File: config.mk
export PLATFORM = sky130hd
export DESIGN_NAME = accel_event_top
export DESIGN_NICKNAME = d
export VERILOG_FILES = /design/src/accel_event_top.v /design/src/event_detector.v
export VERILOG_INCLUDE_DIRS = /design/src
export SDC_FILE = /design/constraint.sdc
export NUM_CORES = 1
export LEC_CHECK = 0
export ABC_AREA = 1
export BUFFER_PORTS_ARGS = -buffer_cell sky130_fd_sc_hd__buf_2
export CORE_MARGIN = 4
export CORE_UTILIZATION = 58
export DETAILED_ROUTE_END_ITERATION = 10
export PLACE_DENSITY_LB_ADDON = 0.1
export SLEW_MARGIN = 0
export SYNTH_ARGS = -nofsm -noshare
export SYNTH_HDL_FRONTEND = slang
export SYNTH_SLANG_ARGS = --single-unit
File: constraint.sdc
create_clock -name CLK -period 6.6 [get_ports CLK]
set_input_delay 0 -clock CLK [delete_from_list [all_inputs] [get_ports CLK]]
set_output_delay 0 -clock CLK [all_outputs]
set_load 0.02 [all_outputs]
File: src/accel_event_defines.vh
`ifndef ACCEL_EVENT_DEFINES_VH
`define ACCEL_EVENT_DEFINES_VH

// ==========================================================================
// Register offsets
`define ADDR_POWER_RATE_AXIS_CONTROL 8'h20
`define ADDR_FILTER_CONTROL          8'h21
`define ADDR_PIN_FUNCTION_CONTROL    8'h22
`define ADDR_FILTER_REFERENCE_LOAD   8'h23
`define ADDR_STATUS                  8'h27
`define ADDR_OUT_X                   8'h29
`define ADDR_OUT_Y                   8'h2b
`define ADDR_OUT_Z                   8'h2d
`define ADDR_EVENT1_CONFIG           8'h30
`define ADDR_EVENT1_SOURCE           8'h31
`define ADDR_EVENT1_THRESHOLD        8'h32
`define ADDR_EVENT1_MIN_DURATION     8'h33
`define ADDR_EVENT2_CONFIG           8'h34
`define ADDR_EVENT2_SOURCE           8'h35
`define ADDR_EVENT2_THRESHOLD        8'h36
`define ADDR_EVENT2_MIN_DURATION     8'h37

// ==========================================================================
// Reset values
`define RESET_BYTE                   8'h00

// ==========================================================================
// Field positions
`define RATE_SELECT_BIT              7
`define POWER_ON_BIT                 6
`define AXIS_ENABLE_MSB              2
`define AXIS_ENABLE_LSB              0
`define HP_EVENT1_BIT                2
`define HP_EVENT2_BIT                3
`define HP_CUTOFF_MSB                1
`define HP_CUTOFF_LSB                0
`define PIN_A_SEL_MSB                2
`define PIN_A_SEL_LSB                0
`define PIN_B_SEL_MSB                5
`define PIN_B_SEL_LSB                3
`define PIN_POLARITY_BIT             7
`define COMBINE_SELECT_BIT           7
`define EVENT_LATCH_BIT              6
`define AXIS_COND_MSB                5
`define STATUS_READY_ALL_BIT         3
`define STATUS_OVERRUN_ALL_BIT       7
`define HP_BASE_SHIFT                3'd3

// ==========================================================================
// Pin function codes
`define PIN_SEL_OFF                  3'h0
`define PIN_SEL_EVENT1               3'h1
`define PIN_SEL_EVENT2               3'h2
`define PIN_SEL_EVENT_OR             3'h3
`define PIN_SEL_READY                3'h4

// ==========================================================================
// Timing
`define CLK_HZ                       25000000
`define RATE_LOW_HZ                  100
`define RATE_HIGH_HZ                 400
`define RATE_LOW_CYCLES              (`CLK_HZ / `RATE_LOW_HZ)
`define RATE_HIGH_CYCLES             (`CLK_HZ / `RATE_HIGH_HZ)
`define RATE_CNT_W                   18

`endif

File: src/accel_event_top.v
`timescale 1ns/10ps
`default_nettype none
`include "accel_event_defines.vh"

// Behaviour
// C7h powers up, all axes, fast rate
// Rate bit at 20h: 0=100Hz, 1=400Hz
// High-pass path feeds event one comparison
// Reference-load read captures present acceleration
// New reference applies at once, no settling
// Threshold step equals one 18 mg unit
// Free-fall: all enabled axes below threshold
// Drop events shorter than duration count
// D5h selects latched AND of low conditions
// Source read clears request, re-arms detection
// Shared pin is OR of both sources
// Host reads sample set within period
// Overrun stays visible in status register
// Pin A bits 2-0, pin B bits 5-3
// Code 001 event one, 010 event two
// Code 011 drives OR of both events
// Code 100 drives the sample ready flag
// Ready rises on new set, falls after reads
// Combine bit: 0 any above, 1 all below
// Latch bit holds event until source read
// Polarity bit sets active level of pins
module accel_event_top #(
  parameter RATE_LOW_CYCLES  = `RATE_LOW_CYCLES,
  parameter RATE_HIGH_CYCLES = `RATE_HIGH_CYCLES
) (
  input  wire       CLK,
  input  wire       RESET_N,
  input  wire [7:0] ACC_X,
  input  wire [7:0] ACC_Y,
  input  wire [7:0] ACC_Z,
  input  wire       REG_WR,
  input  wire       REG_RD,
  input  wire [7:0] REG_ADDR,
  input  wire [7:0] REG_WDATA,
  output reg  [7:0] REG_RDATA,
  output reg        REG_RVALID,
  output reg        EVENT_PIN_A,
  output reg        EVENT_PIN_B
);

  localparam integer           LOW_LAST_I  = RATE_LOW_CYCLES - 1;
  localparam integer           HIGH_LAST_I = RATE_HIGH_CYCLES - 1;
  localparam [`RATE_CNT_W-1:0] LOW_LAST    = LOW_LAST_I[`RATE_CNT_W-1:0];
  localparam [`RATE_CNT_W-1:0] HIGH_LAST   = HIGH_LAST_I[`RATE_CNT_W-1:0];

  // ========================================================================
  // Configuration registers
  reg [7:0] power_rate_axis_control_q;
  reg [7:0] filter_control_q;
  reg [7:0] pin_function_control_q;
  reg [7:0] event1_config_q;
  reg [7:0] event1_threshold_q;
  reg [7:0] event1_min_duration_q;
  reg [7:0] event2_config_q;
  reg [7:0] event2_threshold_q;
  reg [7:0] event2_min_duration_q;

  wire wr_hit_ctrl1 = REG_WR && (REG_ADDR == `ADDR_POWER_RATE_AXIS_CONTROL);
  wire rd_ref_load  = REG_RD && (REG_ADDR == `ADDR_FILTER_REFERENCE_LOAD);
  wire rd_src1      = REG_RD && (REG_ADDR == `ADDR_EVENT1_SOURCE);
  wire rd_src2      = REG_RD && (REG_ADDR == `ADDR_EVENT2_SOURCE);
  wire rd_out_x     = REG_RD && (REG_ADDR == `ADDR_OUT_X);
  wire rd_out_y     = REG_RD && (REG_ADDR == `ADDR_OUT_Y);
  wire rd_out_z     = REG_RD && (REG_ADDR == `ADDR_OUT_Z);
  wire [2:0] rd_axis = {rd_out_z, rd_out_y, rd_out_x};

  always @(posedge CLK) begin
    if (!RESET_N) begin
      power_rate_axis_control_q <= `RESET_BYTE;
      filter_control_q          <= `RESET_BYTE;
      pin_function_control_q    <= `RESET_BYTE;
      event1_config_q           <= `RESET_BYTE;
      event1_threshold_q        <= `RESET_BYTE;
      event1_min_duration_q     <= `RESET_BYTE;
      event2_config_q           <= `RESET_BYTE;
      event2_threshold_q        <= `RESET_BYTE;
      event2_min_duration_q     <= `RESET_BYTE;
    end else if (REG_WR) begin
      case (REG_ADDR)
        `ADDR_POWER_RATE_AXIS_CONTROL: power_rate_axis_control_q <= REG_WDATA;
        `ADDR_FILTER_CONTROL:          filter_control_q          <= REG_WDATA;
        `ADDR_PIN_FUNCTION_CONTROL:    pin_function_control_q    <= REG_WDATA;
        `ADDR_EVENT1_CONFIG:           event1_config_q           <= REG_WDATA;
        `ADDR_EVENT1_THRESHOLD:        event1_threshold_q        <= REG_WDATA;
        `ADDR_EVENT1_MIN_DURATION:     event1_min_duration_q     <= REG_WDATA;
        `ADDR_EVENT2_CONFIG:           event2_config_q           <= REG_WDATA;
        `ADDR_EVENT2_THRESHOLD:        event2_threshold_q        <= REG_WDATA;
        `ADDR_EVENT2_MIN_DURATION:     event2_min_duration_q     <= REG_WDATA;
        default: begin
        end
      endcase
    end
  end

  wire       powered   = power_rate_axis_control_q[`POWER_ON_BIT];
  wire       rate_fast = power_rate_axis_control_q[`RATE_SELECT_BIT];
  wire [2:0] axis_en   = power_rate_axis_control_q[`AXIS_ENABLE_MSB:`AXIS_ENABLE_LSB];

  // ========================================================================
  // Output sample rate divider
  reg  [`RATE_CNT_W-1:0] rate_cnt_q;
  wire [`RATE_CNT_W-1:0] rate_last = rate_fast ? HIGH_LAST : LOW_LAST;
  wire                   sample_en = powered && (rate_cnt_q >= rate_last);
  reg                    eval_en_q;

  always @(posedge CLK) begin
    if (!RESET_N) begin
      rate_cnt_q <= {`RATE_CNT_W{1'b0}};
      eval_en_q  <= 1'b0;
    end else begin
      eval_en_q <= sample_en;
      if (!powered || sample_en || wr_hit_ctrl1) begin
        // A rate change restarts the period so the new rate takes hold at once.
        rate_cnt_q <= {`RATE_CNT_W{1'b0}};
      end else begin
        rate_cnt_q <= rate_cnt_q + {{(`RATE_CNT_W-1){1'b0}}, 1'b1};
      end
    end
  end

  // ========================================================================
  // Sample capture, ready and overrun tracking
  reg [7:0] out_q [0:2];
  reg [2:0] ready_q;
  reg [2:0] overrun_q;
  wire [7:0] acc_in [0:2];
  integer i;
  integer j;
  integer k;

  assign acc_in[0] = ACC_X;
  assign acc_in[1] = ACC_Y;
  assign acc_in[2] = ACC_Z;

  always @(posedge CLK) begin
    if (!RESET_N) begin
      for (i = 0; i < 3; i = i + 1) begin
        out_q[i] <= 8'h00;
      end
      ready_q   <= 3'h0;
      overrun_q <= 3'h0;
    end else begin
      for (i = 0; i < 3; i = i + 1) begin
        if (sample_en && axis_en[i]) begin
          out_q[i]   <= acc_in[i];
          ready_q[i] <= 1'b1;
          // A new sample over an unread one is an overrun; a read in the same cycle clears it instead.
          if (ready_q[i] && !rd_axis[i]) begin
            overrun_q[i] <= 1'b1;
          end else if (rd_axis[i]) begin
            overrun_q[i] <= 1'b0;
          end
        end else if (rd_axis[i]) begin
          ready_q[i]   <= 1'b0;
          overrun_q[i] <= 1'b0;
        end
      end
    end
  end

  wire sample_ready_flag = |(ready_q & axis_en);
  wire overrun_flag      = |(overrun_q & axis_en);
  wire [7:0] status_value = {overrun_flag, overrun_q, sample_ready_flag, ready_q};

  // ========================================================================
  // High-pass reference per axis
  reg  [7:0] ref_q [0:2];
  reg  [8:0] diff  [0:2];
  reg  [7:0] hp    [0:2];
  reg  [8:0] step  [0:2];
  reg  [2:0] shift;

  always @* begin
    shift = `HP_BASE_SHIFT + {1'b0, filter_control_q[`HP_CUTOFF_MSB:`HP_CUTOFF_LSB]};
    for (j = 0; j < 3; j = j + 1) begin
      diff[j] = {out_q[j][7], out_q[j]} - {ref_q[j][7], ref_q[j]};
      step[j] = $signed(diff[j]) >>> shift;
      if (diff[j][8] != diff[j][7]) begin
        hp[j] = diff[j][8] ? 8'h80 : 8'h7f;
      end else begin
        hp[j] = diff[j][7:0];
      end
    end
  end

  always @(posedge CLK) begin
    if (!RESET_N) begin
      for (k = 0; k < 3; k = k + 1) begin
        ref_q[k] <= 8'h00;
      end
    end else begin
      for (k = 0; k < 3; k = k + 1) begin
        if (rd_ref_load) begin
          ref_q[k] <= out_q[k];
        end else if (eval_en_q) begin
          // The reference tracks the slow component; its residue is the high band.
          ref_q[k] <= ref_q[k] + step[k][7:0];
        end
      end
    end
  end

  // ========================================================================
  // Event sources
  wire       hp1 = filter_control_q[`HP_EVENT1_BIT];
  wire       hp2 = filter_control_q[`HP_EVENT2_BIT];
  wire       event1_active;
  wire       event2_active;
  wire [7:0] event1_source;
  wire [7:0] event2_source;

  // Threshold and data share one 18 mg unit, so codes compare directly.
  event_detector u_event1 (
    .clk     (CLK),
    .reset_n (RESET_N),
    .eval_en (eval_en_q),
    .axis_x  (hp1 ? hp[0] : out_q[0]),
    .axis_y  (hp1 ? hp[1] : out_q[1]),
    .axis_z  (hp1 ? hp[2] : out_q[2]),
    .cfg     (event1_config_q),
    .ths     (event1_threshold_q),
    .dur     (event1_min_duration_q),
    .src_rd  (rd_src1),
    .active  (event1_active),
    .src     (event1_source)
  );

  event_detector u_event2 (
    .clk     (CLK),
    .reset_n (RESET_N),
    .eval_en (eval_en_q),
    .axis_x  (hp2 ? hp[0] : out_q[0]),
    .axis_y  (hp2 ? hp[1] : out_q[1]),
    .axis_z  (hp2 ? hp[2] : out_q[2]),
    .cfg     (event2_config_q),
    .ths     (event2_threshold_q),
    .dur     (event2_min_duration_q),
    .src_rd  (rd_src2),
    .active  (event2_active),
    .src     (event2_source)
  );

  // ========================================================================
  // Pin routing
  wire [2:0] sel_a    = pin_function_control_q[`PIN_A_SEL_MSB:`PIN_A_SEL_LSB];
  wire [2:0] sel_b    = pin_function_control_q[`PIN_B_SEL_MSB:`PIN_B_SEL_LSB];
  wire       polarity = pin_function_control_q[`PIN_POLARITY_BIT];
  reg        level_a;
  reg        level_b;

  always @* begin
    case (sel_a)
      `PIN_SEL_EVENT1:   level_a = event1_active;
      `PIN_SEL_EVENT2:   level_a = event2_active;
      `PIN_SEL_EVENT_OR: level_a = event1_active | event2_active;
      `PIN_SEL_READY:    level_a = sample_ready_flag;
      default:           level_a = 1'b0;
    endcase
    case (sel_b)
      `PIN_SEL_EVENT1:   level_b = event1_active;
      `PIN_SEL_EVENT2:   level_b = event2_active;
      `PIN_SEL_EVENT_OR: level_b = event1_active | event2_active;
      `PIN_SEL_READY:    level_b = sample_ready_flag;
      default:           level_b = 1'b0;
    endcase
  end

  always @(posedge CLK) begin
    if (!RESET_N) begin
      EVENT_PIN_A <= 1'b0;
      EVENT_PIN_B <= 1'b0;
    end else begin
      EVENT_PIN_A <= level_a ^ polarity;
      EVENT_PIN_B <= level_b ^ polarity;
    end
  end

  // ========================================================================
  // Register read port
  reg [7:0] rdata_d;

  always @* begin
    case (REG_ADDR)
      `ADDR_POWER_RATE_AXIS_CONTROL: rdata_d = power_rate_axis_control_q;
      `ADDR_FILTER_CONTROL:          rdata_d = filter_control_q;
      `ADDR_PIN_FUNCTION_CONTROL:    rdata_d = pin_function_control_q;
      `ADDR_STATUS:                  rdata_d = status_value;
      `ADDR_OUT_X:                   rdata_d = out_q[0];
      `ADDR_OUT_Y:                   rdata_d = out_q[1];
      `ADDR_OUT_Z:                   rdata_d = out_q[2];
      `ADDR_EVENT1_CONFIG:           rdata_d = event1_config_q;
      `ADDR_EVENT1_SOURCE:           rdata_d = event1_source;
      `ADDR_EVENT1_THRESHOLD:        rdata_d = event1_threshold_q;
      `ADDR_EVENT1_MIN_DURATION:     rdata_d = event1_min_duration_q;
      `ADDR_EVENT2_CONFIG:           rdata_d = event2_config_q;
      `ADDR_EVENT2_SOURCE:           rdata_d = event2_source;
      `ADDR_EVENT2_THRESHOLD:        rdata_d = event2_threshold_q;
      `ADDR_EVENT2_MIN_DURATION:     rdata_d = event2_min_duration_q;
      default:                       rdata_d = 8'h00;
    endcase
  end

  always @(posedge CLK) begin
    if (!RESET_N) begin
      REG_RDATA  <= 8'h00;
      REG_RVALID <= 1'b0;
    end else begin
      REG_RVALID <= REG_RD;
      if (REG_RD) begin
        REG_RDATA <= rdata_d;
      end
    end
  end

endmodule

`default_nettype wire

File: src/event_detector.v
`timescale 1ns/10ps
`default_nettype none
`include "accel_event_defines.vh"

module event_detector (
  input  wire       clk,
  input  wire       reset_n,
  input  wire       eval_en,
  input  wire [7:0] axis_x,
  input  wire [7:0] axis_y,
  input  wire [7:0] axis_z,
  input  wire [7:0] cfg,
  input  wire [7:0] ths,
  input  wire [7:0] dur,
  input  wire       src_rd,
  output wire       active,
  output wire [7:0] src
);

  // ========================================================================
  // Magnitude compare per axis
  wire [7:0] mag_x = axis_x[7] ? (8'h00 - axis_x) : axis_x;
  wire [7:0] mag_y = axis_y[7] ? (8'h00 - axis_y) : axis_y;
  wire [7:0] mag_z = axis_z[7] ? (8'h00 - axis_z) : axis_z;
  wire [7:0] ths7  = {1'b0, ths[6:0]};
  wire [5:0] cond  = {mag_z > ths7, mag_z < ths7,
                      mag_y > ths7, mag_y < ths7,
                      mag_x > ths7, mag_x < ths7};
  wire [5:0] en    = cfg[`AXIS_COND_MSB:0];
  wire [5:0] seen  = cond & en;
  wire       hit_and = (en != 6'h00) && (&(~en | cond));
  wire       hit_or  = |seen;
  wire       hit     = cfg[`COMBINE_SELECT_BIT] ? hit_and : hit_or;
  wire       latch   = cfg[`EVENT_LATCH_BIT];

  reg  [7:0] cnt_q;
  reg  [7:0] cnt_d;
  reg        ia_q;
  reg  [5:0] flags_q;
  wire       qualified = hit && (cnt_d >= dur);

  always @* begin
    cnt_d = 8'h00;
    if (hit) begin
      cnt_d = (cnt_q == 8'hff) ? 8'hff : (cnt_q + 8'h01);
    end
  end

  // ========================================================================
  // Duration counter and event flag
  always @(posedge clk) begin
    if (!reset_n) begin
      cnt_q   <= 8'h00;
      ia_q    <= 1'b0;
      flags_q <= 6'h00;
    end else begin
      if (eval_en) begin
        cnt_q <= cnt_d;
      end
      if (latch) begin
        // Set wins over a clearing source read in the same cycle.
        if (eval_en && qualified) begin
          ia_q    <= 1'b1;
          flags_q <= (src_rd ? 6'h00 : flags_q) | seen;
        end else if (src_rd) begin
          ia_q    <= 1'b0;
          flags_q <= 6'h00;
        end
      end else if (eval_en) begin
        ia_q    <= qualified;
        flags_q <= qualified ? seen : 6'h00;
      end
    end
  end

  assign active = ia_q;
  assign src    = {1'b0, ia_q, flags_q};

endmodule

`default_nettype wire

# After elaboration in Yosys (flattened, before gate mapping)
# Memory sizes are Yosys's and may differ from the RTL's.
# Cells that the tools add are included.
totals:
  mem_count: 2
  out_inout_bits: 11
  mem_bits_rw: 48
  word_cells: 253
  register_bits: 138
  input_bits: 44
classes:
  add_sub_neg: 16
  muxes: 87
  order_cmp: 15
  n_shift: 3
  bitwise_logic: 23
  reduce_logical: 51
  n_eq_ne: 31
mem_list:
  columns: ["name", "words", "width", "rd", "rd_ports_with_merged_regs", "wr", "line_no", "source"]
  rows:
  - ["out_q", 3, 8, 3, 0, 3, "accel_event_top.v:128", "reg [7:0] out_q [0:2];"]
  - ["ref_q", 3, 8, 3, 0, 3, "accel_event_top.v:172", "reg [7:0] ref_q [0:2];"]
ops:
  columns: ["operator", "count"]
  rows:
  - ["$mux W8", 31]
  - ["$eq A8 B6 Y1 const B", 16]
  - ["$pmux W8 S15", 1]
  - ["$mux W6", 10]
  - ["$gt A8 B7 Y1", 6]
  - ["$lt A8 B7 Y1", 6]
  - ["$sub A1 B8 Y8 const A", 6]
  - ["$mux W1", 42]
  - ["$sshr A9 B3 Y8", 3]
  - ["$sub A8 B8 Y9", 3]
  - ["$add A8 B8 Y8", 3]
  - ["$or A6 B6 Y6", 4]
  - ["$reduce_and A2 Y1", 11]
  - ["$logic_and A1 B1 Y1", 20]
  - ["$add A18 B1 Y18 const B", 1]
  - ["$ge A18 B18 Y1", 1]
  - ["$mux W18", 1]
  - ["$add A8 B1 Y8 const B", 2]
  - ["$eq A8 B8 Y1 const B", 2]
  - ["$ge A8 B8 Y1", 2]
  - ["$and A6 B6 Y6", 2]
  - ["$eq A3 B2 Y1 const B", 4]
  - ["$not A6 Y6", 2]
  - ["$reduce_and A6 Y1", 2]
  - ["other kinds (17)", 45]

# Logic depth before layout (Yosys ltp)
# An unclocked memory read counts as a cell.
logic_depth:
  ltp_word: 18
  depth_mapped: 52
  ltp_nobuf: 52

# Modules after synthesis
# A second synthesis with hierarchy kept.
unflattened:
  cells_unflattened: 2259
  hier_area_um2: 14809.2
modules_own_cells:
  columns: ["mod", "area_per_inst_um2", "instances", "seq_area_each_um2", "cells_per_inst"]
  rows:
  - ["accel_event_top", 10597.7, 1, 3603.5, 1560]
  - ["event_detector (u_event1)", 2148.3, 1, 300.3, 355]
  - ["event_detector (u_event2)", 2063.2, 1, 300.3, 344]

# Worst setup path after synthesis
# No wires, ideal clock.
synth_path:
  path_type: "register to register"
  from: "memory out_q[0][2]"
  to: "register u_event2.flags_q[0]"
  stages_incl_launch_ff: 48
  t_arrival_ps: 6303
  synth_period_minus_slack_ps: 6440
  setup_ps: 137
  slack_ps: 160
  n_path_buf: 0
  required_time_ps: 6463
  cell_sequence: "edfxtp_1 > ha_1 > a21oi_1 > or2_1 > nand3_1 > nand2_1 > nand2_1 > a21o_1 > xor2_1 > inv_1 > ha_1 > or2_2 > nand2_1 > nand2_1 > o21ai_0 > inv_1 > ha_1 > nand2_1 > [12 not listed] > nand3_2 > nand2_1 > inv_2 > o21ai_0 > inv_1 > ha_1 > a21boi_0 > o21a_1 > o21a_1 > o21ai_0 > nand2_1 > a21oi_1 > nor2_1 > a211o_1 > nand4_2 > nor2_2 > a21oi_1 > a21oi_1"
synth_lines:
  columns: ["item", "line_no", "source"]
  rows:
  - ["start: declaration", "accel_event_top.v:128", null]
  - ["end signal: assignment", "event_detector.v:64", "flags_q <= (src_rd ? 6'h00 : flags_q) | seen;"]
  - ["end signal: assignment", "event_detector.v:71", "flags_q <= qualified ? seen : 6'h00;"]
  - ["end: declaration", "event_detector.v:39", "reg [5:0] flags_q;"]

==> results.cfg <==
[timing]
fin_crit_sh = 1.01
slew-limit-headroom = 0.340
worst_clock_skew_ns = 0.0145
setup_viol = 4
max_freq_mhz = 150
holdWs_ns = 0.0957
drv_slew = 0
finalCriticalPeriod_ns = 6.68
setup_ws_ns = -0.0751
hold_viol = 0
rsz0062_at_grt = true
tightest_slew_ns = 0.987

[route]
postRouteAntennaNets = 0
via_per_inst = 5.84
wl_per_cell_um = 18.2
drc_errors = 0
vias = 16100
drt_iter0_drc = 1862
first_pass_iters = 9
drt_wl_total_um = 50000

[cells_and_area]
area_delta_synth_final_pct = 27.2
num_antenna_cells = 0
layout.nets = 2584
fillCellCount = 1923
drive_gt1_frac = 0.228

[worst_setup_path]
start_kind = flip-flop
critical-path-top-delay-family = compound AO/OA/AOI/OAI gates
crit_fanout = 4
crit_arrival_ns = 7.00
cp_num_buf_inv = 5
slowest_delay_ns = 0.46
crit_slowest_cell = edfxtp_1
crit_top_cell = nand2_1
cp-end-kind = flip-flop
worstSetupPathType = reg2reg
cp.required_ns = 6.93

[place]
port_buffers = 54
dpl_worst_slack_ns = -0.405
hpwlAfterDp_um = 35400
place.gp.congestion = 1.05

[floorplan]
initial_utilization = 0.587
die_w_um = 167
rows = 58
die_area_um2 = 28000
core-area_um2 = 25000
io_pins = 55
die_h_um = 167

[yosys]
synth_cell_types = 61
synthesis.nets = 2337
postSynthAreaPerCell_um2 = 6.81
ys_top_cells_by_area = dfxtp_1 19%, ha_1 11%, nand2_1 10%
yosys_warnings = 0
synthCells = 2160
synth_top_area_cell = dfxtp_1
ys_ff_latch = 186
synth_area_um2 = 14700
async_flop_share = 0
synth-edff-count = 48
synth_top_area_frac = 0.188
seq_area_frac_synth = 0.286
ys.flop_type = dfxtp_1

[run_status]
status = complete, but fails checks
violations = negative setup slack

[clock_tree]
root_buffer = clkbuf_16
cts_num_sinks = 186
clk_path_buf_depth = 2
path_clk_slew_ns = 0.09
numCtsBuffers = 17
clock_latency_ns = 0.47
cts_tree = done
htree_num_levels = 4

[power]
leakagePower_nw = 8.33
powerDensity_nw_per_um2 = 177
peakVddDrop_mv = 0.156

[hold_path]
min_path_type = in2reg

[global_routing]
grt_overflow_total = 0
grt_util_all_layers = 0.329
antenna_found_initial = 1
grt_pass1_wl_um = 74600
grt_pass1_vias = 14700
grt_max_degree = 96

[job]
drv_cap = 0
## cells in the mapped netlist, drive strengths merged (6+ instances only)
master    n
a211oi    8
a21o      9
a21oi   186
a31oi     9
buf      12
clkbuf   49
dfxtp   138
edfxtp   48
fa        6
ha      127
inv     372
nand2   409
nand3   112
nand4    24
nor2    212
nor3     13
nor3b     9
nor4      6
o211ai   10
o21ai   237
o22ai    36
o31ai    10
or2      13
xnor2    23
xor2     35
## what timing repair did
| item | in CTS | in global routing |
|---|---|---|
| hold buffers | 36 | 0 |
| buffers inserted | 5 | 33 |
| pin swaps | 18 | 118 |
| endpoints found under the setup margin | 14 | 14 |
| resized for setup | 45 | 208 |
| gates cloned | 0 | 1 |
| endpoints found under the hold margin | 85 | 0 |
## per-layer routing
| layer | wire length [um] | track usage |
|---|---|---|
| met1 | 20100 | 0.432 |
| met2 | 23000 | 0.532 |
| met3 | 4800 | 0.0741 |
| met4 | 2130 | 0.126 |
| met5 | 13 | 0 |
## worst reg2reg max path, delay by kind of cell, from the launching register on
family | cells | cell delay, ns
fa+ha+maj | 5 | 1.20
xor+xnor | 2 | 0.34
flops | 1 | 0.46
compound gates | 15 | 2.14
simple gates | 21 | 2.09
buf+inv | 5 | 0.34
## where the power goes
part           total, mW  internal [mW]  switching (mW)  leakage, nW
Clock               1.13          0.532           0.603        0.307
Sequential          1.19           1.18          0.0121         1.59
Combinational      0.980          0.421           0.558         6.44
Total               3.31           2.13            1.17         8.33
## worst paths after layout
path | slack [ns] | from | cells after the start | endpoint
setup / recovery | -0.08 | out_q[0][4] | 48 | u_event2.flags_q[1]
hold / removal | 0.1 | REG_ADDR[3] | 4 | overrun_q[0]
setup reg to reg | -0.08 | out_q[0][4] | 48 | u_event2.flags_q[1]
hold reg to reg | 0.46 | rate_cnt_q[0] | 1 | rate_cnt_q[0]
## flip-flops by register name, summed over array words and instances, names as in the netlist, 6 cells and up
register and count:
u_event2.flags_q 6, filter_control_q 8, rate_cnt_q 18, event2_threshold_q 8, event2_min_duration_q 8, ref_q 24, event1_threshold_q 8, out_q 24
event1_min_duration_q 8, power_rate_axis_control_q 8, event2_config_q 8, u_event2.cnt_q 8, pin_function_control_q 8, u_event1.cnt_q 8, REG_RDATA 8, event1_config_q 8
u_event1.flags_q 6
## kinds of logic after synthesis
group | synth area share
XOR/XNOR | 0.0345
AO/OA/AOI/OAI | 0.211
buffers and inverters | 0.113
AND/OR/NAND/NOR | 0.239
adder cells (fa/ha/maj) | 0.116
flip-flops | 0.286
## layout by cell type, fill, tap and decap left out, types with 8 or more instances in the layout
master	synthesis	layout
dlygate4sd3_1	0	36
nor2_2	4	12
dfxtp_1	138	138
o21ai_0	211	191
nor2_1	206	193
clkbuf_16	0	17
nand2_1	397	359
ha_4	0	28
inv_2	4	29
a21oi_1	176	157
ha_1	127	98
o22ai_1	36	36
xor2_1	35	31
inv_1	368	340
edfxtp_1	48	48
buf_4	1	193
buf_2	6	54
nand2_4	2	8
o21ai_2	7	29
nor3_1	12	11
nand4_1	20	20
nand2_2	10	42
nand3_1	100	83
xnor2_1	23	20
nand3_2	10	23
nor3b_1	9	8
a21o_1	9	9
o21ai_1	19	12
a21oi_2	10	28
a31oi_1	9	9
## per-stage QoR
stage	cells	utilization	setup TNS [ns]	power [mW]	area [um^2]
floorplan	2160	-	0	1.70	14700
global placement	2643	0.653	-0.213	1.95	16400
detailed placement	2643	0.653	-3.21	1.97	16400
CTS	2716	0.703	0	3.13	17600
global route	2750	0.747	-4.69	3.44	18700
finish	2750	0.747	-0.178	3.31	18700
## area by class of cell
class,count,area [um^2],share of cell area
multi-input cells,1538,9900,0.529
inverters,376,1420,0.0758
clock inverters,15,218,0.0116
clock buffers,17,425,0.0227
well taps,330,413,0.0221
flip-flops and latches,186,4200,0.225
repair buffers,288,2140,0.114
Note: power is estimated with default switching activity, not from simulation.
